$ cat config.mk
export PLATFORM = sky130hd
export DESIGN_NAME = bdtc_top
export DESIGN_NICKNAME = d
export VERILOG_FILES = /design/src/verilog/bdtc_pkg.sv /design/src/verilog/bdtc_timer.sv /design/src/verilog/bdtc_top.sv
export SDC_FILE = /design/constraint.sdc
export NUM_CORES = 1
export LEC_CHECK = 0
export ABC_AREA = 1
export BUFFER_PORTS_ARGS = -buffer_cell sky130_fd_sc_hd__buf_2
export CAP_MARGIN = 15
export CORE_MARGIN = 2
export CORE_UTILIZATION = 55
export CTS_BUF_LIST = sky130_fd_sc_hd__clkbuf_2 sky130_fd_sc_hd__clkbuf_4 sky130_fd_sc_hd__clkbuf_8
export CTS_CLUSTER_DIAMETER = 60
export DETAILED_ROUTE_END_ITERATION = 8
export GPL_TIMING_DRIVEN = 0
export PLACE_DENSITY = 0.95
export SETUP_SLACK_MARGIN = 0.5
export SLEW_MARGIN = 0
export SYNTH_ARGS = -nofsm -noshare
export SYNTH_HDL_FRONTEND = slang
export SYNTH_SLANG_ARGS = --single-unit
$ cat constraint.sdc
create_clock -name core_clk_i -period 5.19 [get_ports core_clk_i]
set_clock_uncertainty 0.05 [all_clocks]
set_input_delay 1.2975 -clock core_clk_i [delete_from_list [all_inputs] [get_ports core_clk_i]]
set_output_delay 1.2975 -clock core_clk_i [all_outputs]
set_load 0.02 [all_outputs]
$ cat src/verilog/bdtc_pkg.sv
// Package for the bridge discard timer control block: register map,
// field positions, reset values and timer lengths.
// Assumes a single 40 MHz clock, which is the secondary bus clock.
package bdtc_pkg;
  // Register offset and field positions
  localparam logic [7:0] BRIDGE_CONTROL_OFS = 8'h3E;
  localparam int DISCARD_ERR_EN_BIT = 11;
  localparam int DISCARD_FLAG_BIT = 10;
  localparam int SHORT_SEL_BIT = 9;
  localparam int PRI_SEL_BIT = 8;
  localparam logic [15:0] BRIDGE_CONTROL_RST = 16'h0000;
  // Discard intervals, in clock cycles of the secondary bus
  localparam int LONG_DISCARD_EXP = 15;
  localparam int SHORT_DISCARD_EXP = 10;
  localparam int LONG_DISCARD_CYCLES = 1 << LONG_DISCARD_EXP;
  localparam int SHORT_DISCARD_CYCLES = 1 << SHORT_DISCARD_EXP;
  localparam int DISCARD_CNT_W = 16;
  // Timer states
  typedef enum logic [0:0] {BDTC_IDLE, BDTC_RUN} bdtc_state_t;
endpackage

$ cat src/verilog/bdtc_timer.sv
// Secondary discard timer: starts when a delayed completion is at the
// queue head, stops on a repeated request, pulses when it runs out.
// Assumes start and stop come from logic on the same clock.
`timescale 1ns/1ps
`default_nettype none
module bdtc_timer #(
  parameter int LONG_CYCLES = bdtc_pkg::LONG_DISCARD_CYCLES
) (
  input wire logic core_clk_i,
  input wire logic rst_i,
  input wire logic start_i,
  input wire logic stop_i,
  input wire logic short_i,
  output logic running_o,
  output logic expire_o
);
  import bdtc_pkg::*;

  localparam logic [DISCARD_CNT_W-1:0] LONG_LAST =
    DISCARD_CNT_W'(LONG_CYCLES - 1);
  localparam logic [DISCARD_CNT_W-1:0] SHORT_LAST =
    DISCARD_CNT_W'(SHORT_DISCARD_CYCLES - 1);

  bdtc_state_t state_q, state_d;
  logic [DISCARD_CNT_W-1:0] cnt_q, cnt_d;
  logic expire_q, expire_d;
  logic [DISCARD_CNT_W-1:0] last_cnt;

  // Terminal count picked by the short select bit
  assign last_cnt = short_i ? SHORT_LAST : LONG_LAST;

  // Next state of the timer
  always_comb begin
    state_d = state_q;
    cnt_d = cnt_q;
    expire_d = 1'b0;
    case (state_q)
      BDTC_IDLE: begin
        if (start_i) begin
          state_d = BDTC_RUN;
          cnt_d = '0;
        end
      end
      BDTC_RUN: begin
        if (stop_i) begin
          state_d = BDTC_IDLE;
        end else if (cnt_q >= last_cnt) begin
          state_d = BDTC_IDLE;
          expire_d = 1'b1;
        end else begin
          cnt_d = cnt_q + 1'b1;
        end
      end
      default: begin
        state_d = BDTC_IDLE;
      end
    endcase
  end

  // Timer registers, cleared by reset
  always_ff @(posedge core_clk_i) begin
    if (rst_i) begin
      state_q <= BDTC_IDLE;
      cnt_q <= '0;
      expire_q <= 1'b0;
    end else begin
      state_q <= state_d;
      cnt_q <= cnt_d;
      expire_q <= expire_d;
    end
  end

  assign running_o = (state_q == BDTC_RUN);
  assign expire_o = expire_q;
endmodule
`default_nettype wire

$ cat src/verilog/bdtc_top.sv
// Bridge control register upper byte with the secondary discard timer
// and discard error signalling toward the primary side.
// Assumes config accesses and queue events come from same-clock logic.
// The lower byte of the register lives elsewhere and reads as zero here.
// A drop and a clearing read in one cycle leave the flag set.
//
// Function
// - Bits 15:12 always read as zero
// - Enabled expiry sends error message upstream in conventional PCI mode
// - Message is nonfatal unless advanced reporting selects fatal
// - Enable clear: message only via unmasked advanced reporting
// - Expiry sets flag; read clears it
// - Timer starts when completion reaches queue head
// - No retry before expiry: drop transaction
// - Interval 2^15 cycles, or 2^10 when short
// - Primary discard select reads zero, ignores writes
`timescale 1ns/1ps
`default_nettype none
module bdtc_top #(
  parameter int LONG_CYCLES = bdtc_pkg::LONG_DISCARD_CYCLES
) (
  input wire logic core_clk_i,
  input wire logic rst_i,
  input wire logic cfg_wr_i,
  input wire logic cfg_rd_i,
  input wire logic [7:0] cfg_addr_i,
  input wire logic [1:0] cfg_be_i,
  input wire logic [15:0] cfg_wdata_i,
  output logic [15:0] cfg_rdata_o,
  output logic cfg_rvalid_o,
  input wire logic head_ready_i,
  input wire logic master_retry_i,
  input wire logic conv_pci_mode_i,
  input wire logic aer_present_i,
  input wire logic aer_fatal_sel_i,
  input wire logic aer_discard_mask_i,
  output logic timer_running_o,
  output logic discard_o,
  output logic err_msg_o,
  output logic err_fatal_o,
  output logic short_discard_select_o
);
  import bdtc_pkg::*;

  logic discard_error_msg_enable_q, discard_error_msg_enable_d;
  logic discard_expired_flag_q, discard_expired_flag_d;
  logic short_discard_select_q, short_discard_select_d;
  logic [15:0] rdata_q, rdata_d;
  logic rvalid_q, rvalid_d;
  logic err_msg_q, err_msg_d;
  logic err_fatal_q, err_fatal_d;
  logic hit, wr_hi, rd_hi, expire, send_msg;
  logic [15:0] reg_view;

  // Address decode; only the upper byte holds live fields
  assign hit = (cfg_addr_i == BRIDGE_CONTROL_OFS);
  assign wr_hi = cfg_wr_i && hit && cfg_be_i[1];
  assign rd_hi = cfg_rd_i && hit && cfg_be_i[1];

  // Discard timer
  bdtc_timer #(
    .LONG_CYCLES(LONG_CYCLES)
  ) u_timer (
    .core_clk_i(core_clk_i),
    .rst_i(rst_i),
    .start_i(head_ready_i),
    .stop_i(master_retry_i),
    .short_i(short_discard_select_q),
    .running_o(timer_running_o),
    .expire_o(expire)
  );

  // Register view; reserved and primary select bits stay zero
  always_comb begin
    reg_view = 16'h0000;
    reg_view[DISCARD_ERR_EN_BIT] = discard_error_msg_enable_q;
    reg_view[DISCARD_FLAG_BIT] = discard_expired_flag_q;
    reg_view[SHORT_SEL_BIT] = short_discard_select_q;
  end

  // Error message decision on each dropped transaction
  assign send_msg = expire && conv_pci_mode_i &&
    (discard_error_msg_enable_q ||
     (aer_present_i && !aer_discard_mask_i));

  // Next values of fields, read data and error outputs
  always_comb begin
    discard_error_msg_enable_d = discard_error_msg_enable_q;
    short_discard_select_d = short_discard_select_q;
    if (wr_hi) begin
      discard_error_msg_enable_d = cfg_wdata_i[DISCARD_ERR_EN_BIT];
      short_discard_select_d = cfg_wdata_i[SHORT_SEL_BIT];
    end
    // Set wins over the clearing read
    discard_expired_flag_d = expire ||
      (discard_expired_flag_q && !rd_hi);
    rvalid_d = cfg_rd_i;
    rdata_d = (cfg_rd_i && hit) ? reg_view : 16'h0000;
    err_msg_d = send_msg;
    err_fatal_d = send_msg && aer_present_i && aer_fatal_sel_i;
  end

  // Registers; reset clears every field
  always_ff @(posedge core_clk_i) begin
    if (rst_i) begin
      discard_error_msg_enable_q <= BRIDGE_CONTROL_RST[DISCARD_ERR_EN_BIT];
      discard_expired_flag_q <= BRIDGE_CONTROL_RST[DISCARD_FLAG_BIT];
      short_discard_select_q <= BRIDGE_CONTROL_RST[SHORT_SEL_BIT];
      rdata_q <= 16'h0000;
      rvalid_q <= 1'b0;
      err_msg_q <= 1'b0;
      err_fatal_q <= 1'b0;
    end else begin
      discard_error_msg_enable_q <= discard_error_msg_enable_d;
      discard_expired_flag_q <= discard_expired_flag_d;
      short_discard_select_q <= short_discard_select_d;
      rdata_q <= rdata_d;
      rvalid_q <= rvalid_d;
      err_msg_q <= err_msg_d;
      err_fatal_q <= err_fatal_d;
    end
  end

  assign cfg_rdata_o = rdata_q;
  assign cfg_rvalid_o = rvalid_q;
  assign discard_o = expire;
  assign err_msg_o = err_msg_q;
  assign err_fatal_o = err_fatal_q;
  assign short_discard_select_o = short_discard_select_q;
endmodule
`default_nettype wire
Word-level counts from Yosys, hierarchy flattened
Cells that the tools add are included.

cells by class
  order comparisons = 1
  multiplexer cells = 10
  add/subtract/negate cells = 1
  bitwise gates (word level) = 2
  equality and inequality tests = 4
  reduce and logical (&&, ||, !) cells = 17

operators with widths
  kind                   number
  $mux 16                3
  $pmux 16 s2            1
  $add 16x1->16 const B  1
  $ge 16x16->1           1
  $mux 15                1
  $logic_and 1x1->1      10
  $eq 8x6->1 const B     1
  $ne 2x2->1 const B     3
  $mux 1                 4
  $reduce_and 3->1       1
  $reduce_or 3->1        1
  $logic_not 1->1        2
  $logic_or 1x1->1       2
  $not 1->1              2
  $pmux 1 s2             1
  $reduce_or 2->1        1

word-level totals
  logic and storage cells = 46
  bits of input ports = 36
  register bits after elaboration = 40
  output and inout port bits = 22

Logic depth before layout (Yosys ltp)
  word-level depth = 6
  gate-level depth with buffers = 11
  gate-level depth less buffers = 11

Hierarchy
From an unflattened synthesis, not the netlist that was laid out.

unflattened totals
  cells, all modules = 267
  area total of the unflattened synthesis = 1,798.0 µm²

modules (own cells, without submodules)
  module      cells each  instances  area each (µm²)  sequential area each (µm²)
  bdtc_timer  206         1          1,332.5          360.3
  bdtc_top    61          1          465.4            180.2

Worst setup path after synthesis
Ideal clock, no wire load.

  kind = input port to flip-flop
  start = input cfg_addr_i[7]
  end = register discard_error_msg_enable_q
  library setup time = 119 ps
  setup slack = 3,124 ps
  path buffers = 0
  arrival = 1,896 ps
  stages on the path = 6
  required time = 5,021 ps
  path through = nor2_1 nand3_1 nor2_1 nand3_1 o21ai_0 a21oi_1

on the way
  word-level cells in the longest chain between the ends = 3

ends and longest elaborated chain
  what                            line             text
  start, declared                 bdtc_top.sv:26   input wire logic [7:0] cfg_addr_i,
  $eq 8x6->1                      bdtc_top.sv:56   assign hit = (cfg_addr_i == BRIDGE_CONTROL_OFS);
  $logic_and 1x1->1 (2 in a row)  bdtc_top.sv:57   assign wr_hi = cfg_wr_i && hit && cfg_be_i[1];
  end signal, assigned            bdtc_top.sv:106  discard_error_msg_enable_q <= BRIDGE_CONTROL_RST[DISCARD_ERR_EN_BIT];
  end signal, assigned            bdtc_top.sv:114  discard_error_msg_enable_q <= discard_error_msg_enable_d;
  end, declared                   bdtc_top.sv:45   logic discard_error_msg_enable_q, discard_error_msg_enable_d;

No other way between the ends.
A chain may end at the register's enable or synchronous reset.

Worst setup path in the final report
  start = register short_discard_select_q (netlist: short_discard_select_o)
  end = output short_discard_select_o

RTL lines
  what                    line             text
  start, declared         bdtc_top.sv:47   logic short_discard_select_q, short_discard_select_d;
  start signal, assigned  bdtc_top.sv:108  short_discard_select_q <= BRIDGE_CONTROL_RST[SHORT_SEL_BIT];
  start signal, assigned  bdtc_top.sv:116  short_discard_select_q <= short_discard_select_d;
  end, declared           bdtc_top.sv:41   output logic short_discard_select_o

No word-level cell between the ends.

==> flow_metrics.tcl <==
set metrics [dict create \
    cts_buffer_depth 2 \
    num_rows 20 \
    ys_types 26 \
    die_h_um 60.1 \
    hp-class "reg2reg" \
    cts_buffers 3 \
    end_kind "output port" \
    cts_tree "built" \
    crit_path_start_kind "register" \
    crit_arrival_ns 1.09 \
    grt_pass1_wl_um 6240 \
    peakVddDrop_uv 201 \
    num_io_pins 58 \
    multiInputGateArea_um2 966 \
    yosysWarnings 0 \
    postPlaceCellArea_um2 1970 \
    start_util_pct 57.1 \
    root_buffer "clkbuf_4" \
    vias 1718 \
    cts_hold_buffers 0 \
    fin_area_um2 2010 \
    grt_pass1_vias 1504 \
    placeableCoreArea_um2 3030 \
    crit_slowest_cell "dfxtp_1" \
    antenna_left 0 \
    fin_setup_tns_ns 0 \
    drc_errors 0 \
    final_nets 353 \
    clkLatencyLatePin_ns 0.35 \
    drt-vias-per-instance 4.85 \
    drv_slew 0 \
    grt_use_total_pct 22.7 \
    gp_congestion 0.931 \
    path_class "reg2out" \
    max_cap_viol_count 0 \
    cp_num_buf_inv 1 \
    hpwl_um 2910 \
    final_util_pct 66.2 \
    drive_above_1_share_pct 19.7 \
    firstDrtPassIters 4 \
    syn-cell-area_um2 1730 \
    ys_seq_elements 27 \
    synth_cells 265 \
    power_leakage_nw 0.963 \
    period_needed_ns 2.44 \
    avgSynthCellArea_um2 6.53 \
    cts_resized 0 \
    yosys_most_used_dff "dfxtp_1" \
    h-tree-depth 1 \
    overflow 0 \
    syn2layout_area_growth_pct 16.0 \
    post_cts_buffers 0 \
    port_buffers 29 \
    hold_violations 0 \
    async_flop_share_pct 0 \
    antenna_found_initial 0 \
    clkTransAtPathRegs_ns 0.16 \
    fp.dieArea_um2 3610 \
    wl_per_cell_um 10.5 \
    antenna_cells 0 \
    crit_required_ns 3.84 \
    rsz0062_at_grt "false" \
    wirelength_um 3730 \
    max_freq_mhz 410 \
    fin_crit_sh_pct 46.9 \
    totalPowerFinal_mw 0.392 \
    die_x_um 60.1 \
    slowest_delay_ns 0.52 \
    fillerInstances 263 \
    path_cells "buf_2" \
    clock-sinks 27 \
    critPathMaxFanout 7 \
    drtIter0Drc 67 \
    powerDensity_nw_per_um2 195 \
    synth_edf_count 0 \
    seq_area_um2 541 \
    grt_max_degree 18 \
    setup_viol 0 \
    yosysSeqAreaShare_pct 31.3 \
    crit_family "flip-flops" \
    run_status "completed" \
]
[power by group]
part	internal (mW)	leakage (nW)	switching, mW	total [mW]
logic	0.0277	0.725	0.0433	0.0710
registers	0.212	0.219	0.00563	0.218
clock network	0.0317	0.0183	0.0713	0.103
[path summary, 6_finish.rpt]
check / startpoint / to / slack [ns] / depth (start not counted)
max reg2reg: short_discard_select_o$_SDFFE_PP0P_ / u_timer.cnt_q[11]$_SDFFE_PP0P_ / 3.20 / 11
max: short_discard_select_o$_SDFFE_PP0P_ / short_discard_select_o / 2.75 / 1
min reg2reg: discard_expired_flag_q$_SDFF_PP0_ / cfg_rdata_o[10]$_SDFF_PP0_ / 0.40 / 2
min: discard_expired_flag_q$_SDFF_PP0_ / cfg_rdata_o[10]$_SDFF_PP0_ / 0.40 / 2
[final cells by class]
type / count / share of cell area (%)
Buffer: 19 / 7.17
Clock buffer: 3 / 1.12
Sequential cell: 27 / 26.9
Tap cell: 44 / 2.74
Inverter: 33 / 6.18
Multi-Input combinational cell: 198 / 48.2
Timing Repair Buffer: 29 / 7.24
Clock inverter: 1 / 0.437
[state kept, by name (all words and copies together) (netlist names)]
| signal | count |
|---|---|
| u_timer.cnt_q | 16 |
| cfg_rdata_o | 3 |
| cfg_rvalid_o | 1 |
| discard_error_msg_enable_q | 1 |
| discard_expired_flag_q | 1 |
| err_fatal_o | 1 |
| err_msg_o | 1 |
| short_discard_select_o | 1 |
| u_timer.expire_o | 1 |
| u_timer.running_o | 1 |
[Yosys cell counts (2+ instances only)]
master / n / area share, %
a21oi_1: 16 / 4.6
buf_4: 13 / 5.6
buf_6: 3 / 2.0
clkbuf_1: 2 / 0.43
dfxtp_1: 27 / 31
ha_1: 6 / 4.3
inv_1: 30 / 6.5
inv_2: 2 / 0.43
nand2_1: 63 / 14
nand2_2: 2 / 0.72
nand3_1: 28 / 8.1
nand4_1: 10 / 3.6
nor2_1: 39 / 8.5
nor2_2: 2 / 0.72
nor3_1: 6 / 1.7
o21ai_0: 4 / 1.2
xor2_1: 3 / 1.5
[kinds of logic after synthesis]
family          synth area share (%)
compound gates                  6.66
xor+xnor                        1.52
buf+inv                         15.5
simple gates                    40.5
fa+ha+maj                       4.34
other cells                    0.217
flops                           31.3
[cells in the final DEF (no fill, tap or decap), drive strengths merged, types with 3 or more instances in the layout]
cell    instances
a21oi          17
xor2            3
nand4          10
clkbuf          5
buf            46
nand2          66
nor2           43
nor3            6
o21ai           4
ha              6
inv            33
nand3          29
dfxtp          27
conb           13
[routing by layer]
metal	GRT usage (%)	wire (um)	up-vias
met3	4.76	197	6
met5	0	0	-
met4	4.76	42	0
li1	-	-	906
met1	27.8	1650	749
met2	40.7	1840	57
[through the flow]
stage | cells | setup WS, ns | hold WS [ns]
final | 354 | 2.75 | 0.403
after global routing | 354 | 2.68 | 0.431
after CTS | 354 | 2.74 | 0.408
after detailed placement | 350 | 2.85 | 0.386
after global placement | 350 | 2.91 | 0.383
after floorplan | 277 | 3.12 | 0.366
No activity file was read; power rests on OpenSTA's default activity.
